===== config.mk =====
export PLATFORM = sky130hd
export DESIGN_NAME = ccdiv_top
export DESIGN_NICKNAME = d
export VERILOG_FILES = /design/src/rtl/ccdiv_pkg.sv /design/src/rtl/ccdiv_stage.sv /design/src/rtl/ccdiv_top.sv
export SDC_FILE = /design/constraint.sdc
export NUM_CORES = 1
export LEC_CHECK = 0
export BUFFER_PORTS_ARGS = -buffer_cell sky130_fd_sc_hd__buf_2
export CAP_MARGIN = 20
export CORE_ASPECT_RATIO = 1.75
export CORE_UTILIZATION = 55
export CTS_BUF_LIST = sky130_fd_sc_hd__clkbuf_8
export DETAILED_ROUTE_END_ITERATION = 6
export MAX_ROUTING_LAYER = met4
export PLACE_DENSITY = 0.93
export SLEW_MARGIN = 20
export SYNTH_ARGS = -nofsm -noshare
export SYNTH_HDL_FRONTEND = slang
export SYNTH_HIERARCHICAL = 1
export SYNTH_SLANG_ARGS = --single-unit

===== constraint.sdc =====
create_clock -name clk_sys -period 2.1 [get_ports clk_sys]
set_input_delay 0.21 -clock clk_sys [delete_from_list [all_inputs] [get_ports clk_sys]]
set_output_delay 0.21 -clock clk_sys [all_outputs]
set_load 0.01 [all_outputs]

===== src/rtl/ccdiv_pkg.sv =====
// Shared constants for the cascaded channel clock divider.
package ccdiv_pkg;
   // Register indices; the byte address on the bus is four times the index.
   localparam int unsigned ADDR_W = 12;
   localparam int unsigned IDX_W = 10;
   localparam logic [9:0] IDX_STAGE1_CNT = 10'h19e;
   localparam logic [9:0] IDX_PHASE = 10'h19f;
   localparam logic [9:0] IDX_STAGE2_CNT = 10'h1a0;
   localparam logic [9:0] IDX_BYP_CTL = 10'h1a1;
   localparam logic [9:0] IDX_DUTY = 10'h1a2;

   // Values after reset.
   localparam logic [7:0] RST_STAGE1_CNT = 8'h00;
   localparam logic [7:0] RST_PHASE = 8'h00;
   localparam logic [7:0] RST_STAGE2_CNT = 8'h00;
   localparam logic [5:0] RST_BYP_CTL = 6'h00;
   localparam logic RST_DCC_OFF = 1'h0;

   // Field positions.
   localparam int unsigned POS_LOW = 4;
   localparam int unsigned POS_HIGH = 0;
   localparam int unsigned POS_PHASE2 = 4;
   localparam int unsigned POS_PHASE1 = 0;
   localparam int unsigned BIT_BYP2 = 5;
   localparam int unsigned BIT_BYP1 = 4;
   localparam int unsigned BIT_IGNORE = 3;
   localparam int unsigned BIT_FORCE = 2;
   localparam int unsigned BIT_START2 = 1;
   localparam int unsigned BIT_START1 = 0;
   localparam int unsigned BIT_DCC_OFF = 0;
   localparam int unsigned CTL_W = 6;

   // Bus responses.
   localparam logic [1:0] RESP_OKAY = 2'h0;
   localparam logic [1:0] RESP_SLVERR = 2'h2;

   // Pin synchroniser depth.
   localparam int unsigned SYNC_DEPTH = 3;
endpackage


===== src/rtl/ccdiv_stage.sv =====
// One sub-divider stage counting rising edges of its input clock.
`timescale 1ns/100ps
module ccdiv_stage
(
   // Clock and reset
   input wire logic clk_sys,
   input wire logic rst_n,
   // Input clock as a level and its rising-edge tick
   input wire logic levelIn,
   input wire logic tickIn,
   // Settings
   input wire logic hold,
   input wire logic bypass,
   input wire logic [3:0] lowCnt,
   input wire logic [3:0] highCnt,
   input wire logic [3:0] phase,
   input wire logic startHigh,
   // Stage output
   output logic levelOut
);
   typedef struct packed {
      logic [3:0] cnt;
      logic [3:0] phaseCnt;
      logic waiting;
      logic level;
   } ccdiv_stage_st_t;

   ccdiv_stage_st_t s_ff;
   ccdiv_stage_st_t nxt_s;
   logic [3:0] limit;

   assign levelOut = s_ff.level;

   always_comb
   begin
      nxt_s = s_ff;
      limit = s_ff.level ? highCnt : lowCnt;
      if (bypass)
      begin
         // Counting logic is parked; the input passes straight through.
         nxt_s.cnt = 4'h0;
         nxt_s.phaseCnt = 4'h0;
         nxt_s.waiting = 1'b0;
         nxt_s.level = levelIn;
      end
      else if (hold)
      begin
         nxt_s.cnt = 4'h0;
         nxt_s.phaseCnt = phase;
         nxt_s.waiting = 1'b1;
         nxt_s.level = startHigh;
      end
      else if (tickIn)
      begin
         if (s_ff.waiting && (s_ff.phaseCnt != 4'h0))
         begin
            nxt_s.phaseCnt = s_ff.phaseCnt - 4'h1;
         end
         else
         begin
            nxt_s.waiting = 1'b0;
            if (s_ff.cnt == limit)
            begin
               nxt_s.cnt = 4'h0;
               nxt_s.level = ~s_ff.level;
            end
            else
            begin
               nxt_s.cnt = s_ff.cnt + 4'h1;
            end
         end
      end
   end

   always_ff @(posedge clk_sys)
   begin
      if (!rst_n)
      begin
         s_ff <= '0;
      end
      else
      begin
         s_ff <= nxt_s;
      end
   end

   bypassPass_a: assert property (
      @(posedge clk_sys) disable iff (!rst_n)
      bypass |=> levelOut == $past(levelIn))
      else $error("bypassed stage does not follow its input");

   holdStart_a: assert property (
      @(posedge clk_sys) disable iff (!rst_n)
      (hold && !bypass) |=> (levelOut == $past(startHigh)) && s_ff.waiting)
      else $error("held stage not at its start level");

   highEnd_a: assert property (
      @(posedge clk_sys) disable iff (!rst_n)
      (!bypass && !hold && tickIn && !s_ff.waiting && s_ff.level && s_ff.cnt == highCnt)
      |=> !levelOut)
      else $error("high phase did not end after high count plus one");

   lowKeep_a: assert property (
      @(posedge clk_sys) disable iff (!rst_n)
      (!bypass && !hold && tickIn && !s_ff.waiting && !s_ff.level && s_ff.cnt < lowCnt)
      |=> !levelOut && s_ff.cnt == $past(s_ff.cnt) + 4'h1)
      else $error("low phase ended early");

   phaseWait_a: assert property (
      @(posedge clk_sys) disable iff (!rst_n)
      (!bypass && !hold && tickIn && s_ff.waiting && s_ff.phaseCnt != 4'h0)
      |=> $stable(levelOut) && s_ff.phaseCnt == $past(s_ff.phaseCnt) - 4'h1)
      else $error("phase offset not counted down");

   levelSteady_a: assert property (
      @(posedge clk_sys) disable iff (!rst_n)
      (!bypass && !hold && !tickIn) ##1 (!bypass && !hold && !tickIn) |=> $stable(levelOut))
      else $error("stage output moved without an input edge");
endmodule // ccdiv_stage


===== src/rtl/ccdiv_top.sv =====
// Channel clock divider of two cascaded stages with an AXI4-Lite register slave.
// What this block does
// - Second stage low time is field plus one
// - Second stage high time is field plus one
// - First stage low and high likewise plus one
// - Upper phase nibble delays the second stage
// - Lower phase nibble delays the first stage
// - Second stage bypass passes its input through
// - First stage bypass passes its input through
// - Ignore bit makes divider disregard alignment requests
// - Force bit sets static output high or low while an ignored alignment request is present
// - Second stage start level after alignment chosen
// - First stage start level chosen by bit
// - Duty correction disable bit turns correction off
`timescale 1ns/100ps
module ccdiv_top
(
   // Clock and reset
   input wire logic clk_sys,
   input wire logic rst_n,
   // Distribution clock and chip-level alignment request pins
   input wire logic clkTreeIn,
   input wire logic alignReq,
   // Channel output and duty correction enable to the output drivers
   output logic chanClkOut,
   output logic dutyCorrEn,
   // AXI4-Lite write address
   input wire logic s_axi_awvalid,
   output logic s_axi_awready,
   input wire logic [ccdiv_pkg::ADDR_W-1:0] s_axi_awaddr,
   input wire logic [2:0] s_axi_awprot,
   // AXI4-Lite write data
   input wire logic s_axi_wvalid,
   output logic s_axi_wready,
   input wire logic [31:0] s_axi_wdata,
   input wire logic [3:0] s_axi_wstrb,
   // AXI4-Lite write response
   output logic s_axi_bvalid,
   input wire logic s_axi_bready,
   output logic [1:0] s_axi_bresp,
   // AXI4-Lite read address
   input wire logic s_axi_arvalid,
   output logic s_axi_arready,
   input wire logic [ccdiv_pkg::ADDR_W-1:0] s_axi_araddr,
   input wire logic [2:0] s_axi_arprot,
   // AXI4-Lite read data
   output logic s_axi_rvalid,
   input wire logic s_axi_rready,
   output logic [31:0] s_axi_rdata,
   output logic [1:0] s_axi_rresp
);
   typedef struct packed {
      logic [ccdiv_pkg::SYNC_DEPTH-1:0] treeSync;
      logic treeLvl;
      logic treePrev;
      logic [ccdiv_pkg::SYNC_DEPTH-1:0] alignSync;
      logic alignLvl;
      logic stage1Prev;
      logic [7:0] stage1Cnt;
      logic [7:0] phase;
      logic [7:0] stage2Cnt;
      logic [ccdiv_pkg::CTL_W-1:0] bypCtl;
      logic duty_correction_disable;
      logic awRdy;
      logic awHave;
      logic [ccdiv_pkg::IDX_W-1:0] awIdx;
      logic wRdy;
      logic wHave;
      logic [7:0] wData;
      logic wLane0;
      logic bValid;
      logic [1:0] bResp;
      logic arRdy;
      logic rValid;
      logic [31:0] rData;
      logic [1:0] rResp;
      logic chanClk;
      logic dutyCorr;
   } ccdiv_top_st_t;

   localparam ccdiv_top_st_t ST_RST = '{
      stage1Cnt: ccdiv_pkg::RST_STAGE1_CNT,
      phase: ccdiv_pkg::RST_PHASE,
      stage2Cnt: ccdiv_pkg::RST_STAGE2_CNT,
      bypCtl: ccdiv_pkg::RST_BYP_CTL,
      duty_correction_disable: ccdiv_pkg::RST_DCC_OFF,
      default: '0
   };

   ccdiv_top_st_t s_ff;
   ccdiv_top_st_t nxt_s;
   logic stage1Lvl;
   logic stage2Lvl;
   logic treeRise;
   logic stage1Rise;
   logic ignoreAlign;
   logic forceHigh;
   logic stageHold;

   function automatic logic isMapped(input logic [ccdiv_pkg::IDX_W-1:0] idx);
      isMapped = (idx == ccdiv_pkg::IDX_STAGE1_CNT) || (idx == ccdiv_pkg::IDX_PHASE) ||
         (idx == ccdiv_pkg::IDX_STAGE2_CNT) || (idx == ccdiv_pkg::IDX_BYP_CTL) ||
         (idx == ccdiv_pkg::IDX_DUTY);
   endfunction

   function automatic logic [31:0] readReg(input ccdiv_top_st_t st,
                                           input logic [ccdiv_pkg::IDX_W-1:0] idx);
      readReg = 32'h0000_0000;
      case (idx)
         ccdiv_pkg::IDX_STAGE1_CNT: readReg = {24'h00_0000, st.stage1Cnt};
         ccdiv_pkg::IDX_PHASE: readReg = {24'h00_0000, st.phase};
         ccdiv_pkg::IDX_STAGE2_CNT: readReg = {24'h00_0000, st.stage2Cnt};
         ccdiv_pkg::IDX_BYP_CTL: readReg = {26'h000_0000, st.bypCtl};
         ccdiv_pkg::IDX_DUTY: readReg = {31'h0000_0000, st.duty_correction_disable};
         default: readReg = 32'h0000_0000;
      endcase
   endfunction

   assign ignoreAlign = s_ff.bypCtl[ccdiv_pkg::BIT_IGNORE];
   assign forceHigh = s_ff.bypCtl[ccdiv_pkg::BIT_FORCE];
   // Stages are held only while an alignment request is obeyed.
   assign stageHold = s_ff.alignLvl && !ignoreAlign;
   assign treeRise = s_ff.treeLvl && !s_ff.treePrev;
   // The second stage counts rising edges of the first stage output.
   assign stage1Rise = stage1Lvl && !s_ff.stage1Prev;

   ccdiv_stage u_stage1
   (
      .clk_sys(clk_sys),
      .rst_n(rst_n),
      .levelIn(s_ff.treeLvl),
      .tickIn(treeRise),
      .hold(stageHold),
      .bypass(s_ff.bypCtl[ccdiv_pkg::BIT_BYP1]),
      .lowCnt(s_ff.stage1Cnt[ccdiv_pkg::POS_LOW +: 4]),
      .highCnt(s_ff.stage1Cnt[ccdiv_pkg::POS_HIGH +: 4]),
      .phase(s_ff.phase[ccdiv_pkg::POS_PHASE1 +: 4]),
      .startHigh(s_ff.bypCtl[ccdiv_pkg::BIT_START1]),
      .levelOut(stage1Lvl)
   );

   ccdiv_stage u_stage2
   (
      .clk_sys(clk_sys),
      .rst_n(rst_n),
      .levelIn(stage1Lvl),
      .tickIn(stage1Rise),
      .hold(stageHold),
      .bypass(s_ff.bypCtl[ccdiv_pkg::BIT_BYP2]),
      .lowCnt(s_ff.stage2Cnt[ccdiv_pkg::POS_LOW +: 4]),
      .highCnt(s_ff.stage2Cnt[ccdiv_pkg::POS_HIGH +: 4]),
      .phase(s_ff.phase[ccdiv_pkg::POS_PHASE2 +: 4]),
      .startHigh(s_ff.bypCtl[ccdiv_pkg::BIT_START2]),
      .levelOut(stage2Lvl)
   );

   always_comb
   begin
      nxt_s = s_ff;

      // Pins pass three flip-flops; a change counts once the last two agree.
      nxt_s.treeSync = {s_ff.treeSync[1:0], clkTreeIn};
      nxt_s.alignSync = {s_ff.alignSync[1:0], alignReq};
      if (s_ff.treeSync[1] == s_ff.treeSync[2])
      begin
         nxt_s.treeLvl = s_ff.treeSync[2];
      end
      if (s_ff.alignSync[1] == s_ff.alignSync[2])
      begin
         nxt_s.alignLvl = s_ff.alignSync[2];
      end
      nxt_s.treePrev = s_ff.treeLvl;
      nxt_s.stage1Prev = stage1Lvl;

      // Write address and data are taken independently, in either order.
      if (s_ff.awRdy && s_axi_awvalid)
      begin
         nxt_s.awHave = 1'b1;
         nxt_s.awIdx = s_axi_awaddr[ccdiv_pkg::ADDR_W-1:2];
      end
      if (s_ff.wRdy && s_axi_wvalid)
      begin
         nxt_s.wHave = 1'b1;
         nxt_s.wData = s_axi_wdata[7:0];
         nxt_s.wLane0 = s_axi_wstrb[0];
      end
      if (s_ff.bValid && s_axi_bready)
      begin
         nxt_s.bValid = 1'b0;
      end
      if (s_ff.awHave && s_ff.wHave && !s_ff.bValid)
      begin
         nxt_s.awHave = 1'b0;
         nxt_s.wHave = 1'b0;
         nxt_s.bValid = 1'b1;
         nxt_s.bResp = isMapped(s_ff.awIdx) ? ccdiv_pkg::RESP_OKAY : ccdiv_pkg::RESP_SLVERR;
         if (s_ff.wLane0)
         begin
            case (s_ff.awIdx)
               ccdiv_pkg::IDX_STAGE1_CNT: nxt_s.stage1Cnt = s_ff.wData;
               ccdiv_pkg::IDX_PHASE: nxt_s.phase = s_ff.wData;
               ccdiv_pkg::IDX_STAGE2_CNT: nxt_s.stage2Cnt = s_ff.wData;
               ccdiv_pkg::IDX_BYP_CTL: nxt_s.bypCtl = s_ff.wData[ccdiv_pkg::CTL_W-1:0];
               ccdiv_pkg::IDX_DUTY: nxt_s.duty_correction_disable = s_ff.wData[ccdiv_pkg::BIT_DCC_OFF];
               default: nxt_s.duty_correction_disable = s_ff.duty_correction_disable;
            endcase
         end
      end
      nxt_s.awRdy = !nxt_s.awHave && !nxt_s.bValid;
      nxt_s.wRdy = !nxt_s.wHave && !nxt_s.bValid;

      // Reads answer one cycle after the address is taken.
      if (s_ff.rValid && s_axi_rready)
      begin
         nxt_s.rValid = 1'b0;
      end
      if (s_ff.arRdy && s_axi_arvalid)
      begin
         nxt_s.rValid = 1'b1;
         nxt_s.rData = readReg(s_ff, s_axi_araddr[ccdiv_pkg::ADDR_W-1:2]);
         nxt_s.rResp = isMapped(s_axi_araddr[ccdiv_pkg::ADDR_W-1:2]) ?
            ccdiv_pkg::RESP_OKAY : ccdiv_pkg::RESP_SLVERR;
      end
      nxt_s.arRdy = !nxt_s.rValid;

      // Forcing only applies to a request that is being ignored.
      if (ignoreAlign && s_ff.alignLvl)
      begin
         nxt_s.chanClk = forceHigh;
      end
      else
      begin
         nxt_s.chanClk = stage2Lvl;
      end
      nxt_s.dutyCorr = !s_ff.duty_correction_disable;
   end

   always_ff @(posedge clk_sys)
   begin
      if (!rst_n)
      begin
         s_ff <= ST_RST;
      end
      else
      begin
         s_ff <= nxt_s;
      end
   end

   assign chanClkOut = s_ff.chanClk;
   assign dutyCorrEn = s_ff.dutyCorr;
   assign s_axi_awready = s_ff.awRdy;
   assign s_axi_wready = s_ff.wRdy;
   assign s_axi_bvalid = s_ff.bValid;
   assign s_axi_bresp = s_ff.bResp;
   assign s_axi_arready = s_ff.arRdy;
   assign s_axi_rvalid = s_ff.rValid;
   assign s_axi_rdata = s_ff.rData;
   assign s_axi_rresp = s_ff.rResp;

   ctlReadZero_a: assert property (
      @(posedge clk_sys) disable iff (!rst_n)
      (s_ff.arRdy && s_axi_arvalid &&
       s_axi_araddr[ccdiv_pkg::ADDR_W-1:2] == ccdiv_pkg::IDX_BYP_CTL)
      |=> s_axi_rvalid && s_axi_rdata[31:6] == 26'h000_0000)
      else $error("unused control bits read nonzero");

   dutyReadZero_a: assert property (
      @(posedge clk_sys) disable iff (!rst_n)
      (s_ff.arRdy && s_axi_arvalid &&
       s_axi_araddr[ccdiv_pkg::ADDR_W-1:2] == ccdiv_pkg::IDX_DUTY)
      |=> s_axi_rvalid && s_axi_rdata[31:1] == 31'h0000_0000)
      else $error("unused duty bits read nonzero");

   forceLevel_a: assert property (
      @(posedge clk_sys) disable iff (!rst_n)
      (ignoreAlign && s_ff.alignLvl) |=> chanClkOut == $past(forceHigh))
      else $error("forced output level wrong");

   dutyWrite_a: assert property (
      @(posedge clk_sys) disable iff (!rst_n)
      (s_ff.awHave && s_ff.wHave && !s_ff.bValid && s_ff.wLane0 &&
       s_ff.awIdx == ccdiv_pkg::IDX_DUTY) |=> ##1 dutyCorrEn == !$past(s_ff.wData[0], 2))
      else $error("duty correction enable does not follow write");

   ignoreRuns_a: assert property (
      @(posedge clk_sys) disable iff (!rst_n)
      (ignoreAlign && !s_ff.bypCtl[ccdiv_pkg::BIT_BYP1] && treeRise && !u_stage1.s_ff.waiting &&
       u_stage1.s_ff.cnt != u_stage1.limit) |=> u_stage1.s_ff.cnt == $past(u_stage1.s_ff.cnt) + 4'h1)
      else $error("ignored alignment request stopped the divider");

   alignStart_a: assert property (
      @(posedge clk_sys) disable iff (!rst_n)
      (stageHold && !s_ff.bypCtl[ccdiv_pkg::BIT_BYP2]) ##1 stageHold
      |=> chanClkOut == $past(s_ff.bypCtl[ccdiv_pkg::BIT_START2], 2))
      else $error("output not at start level during alignment");

   cascadeTick_a: assert property (
      @(posedge clk_sys) disable iff (!rst_n)
      (!stageHold && !s_ff.bypCtl[ccdiv_pkg::BIT_BYP2] && !stage1Rise) ##1
      (!stageHold && !s_ff.bypCtl[ccdiv_pkg::BIT_BYP2]) |-> $stable(stage2Lvl))
      else $error("second stage moved without a first stage edge");

   respAfterBoth_a: assert property (
      @(posedge clk_sys) disable iff (!rst_n)
      $rose(s_axi_bvalid) |-> $past(s_ff.awHave && s_ff.wHave))
      else $error("write response before address and data");
endmodule // ccdiv_top


==> flow_summary.toml <==
[clock_network]
clk_latency_ps = 380
cts.path.max_buffers = 2
cts_max_level = 3
cts-root-buf = "clkbuf_8"
clk_pin_slew_worst_paths_ps = 80
cts.sinks = 99
numCtsBuffers = 9
cts_tree = "built"
cts_hold_buf = 0

[sta]
maxSlewViolCount = 0
tns_ps = 0
rsz0062_at_grt = "false"
finalClockSkew_ps = 10.7
max_freq_mhz = 507
fin_crit_sh_pct = 94.0
post-route-min-period_ps = 1970
timing.hold.ws_ps = 41.2
hold_viol_final = 0
relSlewSlack_pct = 65.7
setup_violations = 0
worst_pin_slew_ps = 513

[grt]
grt_util_all_layers_pct = 24.5
first_global_vias = 3738
grt_max_degree = 29
antenna_found_initial = 0
gr-total-overflow = 0
grt_pass1_wl_mm = 16.9

[worst_setup_path]
startpoint_type = "flip-flop"
worst-path-buf-inv = 1
path_max_fanout = 3
criticalPathCategory = "reg2reg"
slowest_stage = "or4_1"
cp_slowest_stage_delay_ps = 490
critical-path-top-delay-family = "simple AND/OR/NAND/NOR gates"
arrival_ps = 2280
cp-end-kind = "flip-flop"
required_ps = 2410
path_cells = "inv_1 > ha_1 > or3b_4 > a21boi_4 > nand2_2 > or4_1 > a31oi_1"

[floorplanning]
io_pins = 118
rows = 45
die_y_um = 126
die_area_um2 = 9240
dieWidth_um = 73.1
initial_core_util_pct = 56.5
coreArea_um2 = 8610

[yosys]
syn_area_um2 = 4860
synthDistinctLibCells = 52
netlist_top_cells_area = "dfxtp_1 (41%), mux2i_1 (10%), nand2_1 (6.7%), buf_4 (5.7%), xor2_1 (3.6%)"
yosysTopAreaCell = "dfxtp_1"
ys_async_sr_fraction_pct = 0
yosysWarnings = 6
yosysMostFrequentCell = "dfxtp_1"
syn_inst = 529
synth_ff_type = "dfxtp_1"
synth_top_area_share_pct = 40.7
synth-edff-count = 0
ys_seq_area_share_pct = 40.7
synth-seq-cells = 99
yosys-top-cells-count = "dfxtp_1 (99), nand2_1 (87), mux2i_1 (51)"
syn_area_per_cell_um2 = 9.20

[place]
dp_hpwl_mm = 7.81
dpl.cell_count = 676
gp_congestion = 0.929
port_buffers = 54
placed_area_um2 = 5060

[cells_and_area]
fillers = 683
areaGrowthSynthToFinish_pct = 7.64
n_antenna_cell = 0
nets = 649
fin_area_um2 = 5240
final_cells = 692
drive_gt1_share_pct = 18.1

[route]
ant_nets = 0
dr.pass1.iters = 4
drt_wl_total_mm = 10.3
via_count = 3782
drc = 0
avgViaCountPerCell = 5.47
wl_per_cell_um = 14.9
drt_iter0_drc = 222

[status]
status = "finished clean"

[power_and_ir_drop]
p_per_area_nw_per_um2 = 621
vdd_ir_drop_max_mv = 0.536
leakage_nw = 2.17

[flow_run]
max_cap_viol_count = 0

[min_path]
hold_class = "in2reg"
sequential cells by signal (all words and copies together) (netlist names), 5 cells and up:
register and flops:
s_ff 55, u_stage1/s_ff 9, u_stage2/s_ff 9, s_axi_rdata 8, nxt_s 5
worst reg2reg max path, cell delays in order (launching register included):
cell and delay, ps:
dfxtp_1 320, inv_1 90, ha_1 180, or3b_4 410, a21boi_4 190, nand2_2 80
or4_1 490, a31oi_1 170
placed cells by master, fill, tap and decap left out, types with 3 or more instances in the layout:
master      n
xor2_1     20
ha_1        4
nor2b_1    24
clkbuf_8   11
and2_1     12
inv_1      10
nand2_1    87
mux2i_1    51
buf_2      54
o2bb2ai_1   3
conb_1     26
nand3_1     5
xnor2_1     6
nand2b_1    3
dfxtp_1    98
and2b_2     4
a31oi_1    10
buf_4      12
mux2_2      8
o21ai_0    17
nor2_1     26
a21boi_0   23
o21a_1      3
nand4_1     8
nor3_1     10
final cells by class:
| cell class | count | area, um^2 | share of cell area (%) |
|---|---|---|---|
| Multi-Input combinational cell | 387 | 2550 | 48.6 |
| Sequential cell | 99 | 1980 | 37.9 |
| Timing Repair Buffer | 66 | 360 | 6.88 |
| Clock buffer | 11 | 151 | 2.89 |
| Tap cell | 117 | 146 | 2.80 |
| Inverter | 7 | 26.3 | 0.502 |
| Clock inverter | 5 | 21.3 | 0.406 |
cell families (layout without fill, tap and decap cells):
logic type	after synthesis	after routing	synth area share [%]
simple gates	203	203	22.2
flops	99	99	40.7
compound gates	69	69	10.1
buf+inv	68	89	8.82
mux	59	59	12.3
xor+xnor	26	26	4.68
fa+ha+maj	4	4	1.03
other cells	1	26	0.0771
through the flow:
step / utilization (%) / setup WS [ps] / total power, mW
final: 60.8 / 127 / 3.25
after global routing: 60.8 / 22.7 / 3.37
after CTS: 60.8 / 126 / 3.26
after detailed placement: 58.8 / 147 / 2.20
after global placement: 58.8 / 229 / 2.19
after floorplan: - / 209 / 2.17
what timing repair did:
action,CTS,global route
gates resized for setup,0,1
setup endpoints to repair,0,1
buffers inserted,0,0
hold endpoints to repair,0,0
routing by layer:
metal	GRT usage, %	vias up	part of all wire (%)
met3	5.48	39	4.2
met2	43.4	137	55
met4	16.0	0	4.6
met5	-	-	0
li1	-	1829	-
met1	22.7	1777	36
power by group:
part | switching [mW] | internal [mW]
clock | 0.612 | 0.479
combinational | 0.133 | 0.0858
sequential | 0.0311 | 1.91
total | 0.776 | 2.48
final timing paths:
check / from / endpoint / slack (ps) / depth (start not counted)
max reg2reg: u_stage2/s_ff[2] / u_stage2/levelOut / 130 / 7
min: clkTreeIn / nxt_s[103] / 40 / 2
min reg2reg: nxt_s[103] / nxt_s[104] / 440 / 1
max: u_stage2/s_ff[2] / u_stage2/levelOut / 130 / 7
(Power assumes the default switching activity.)
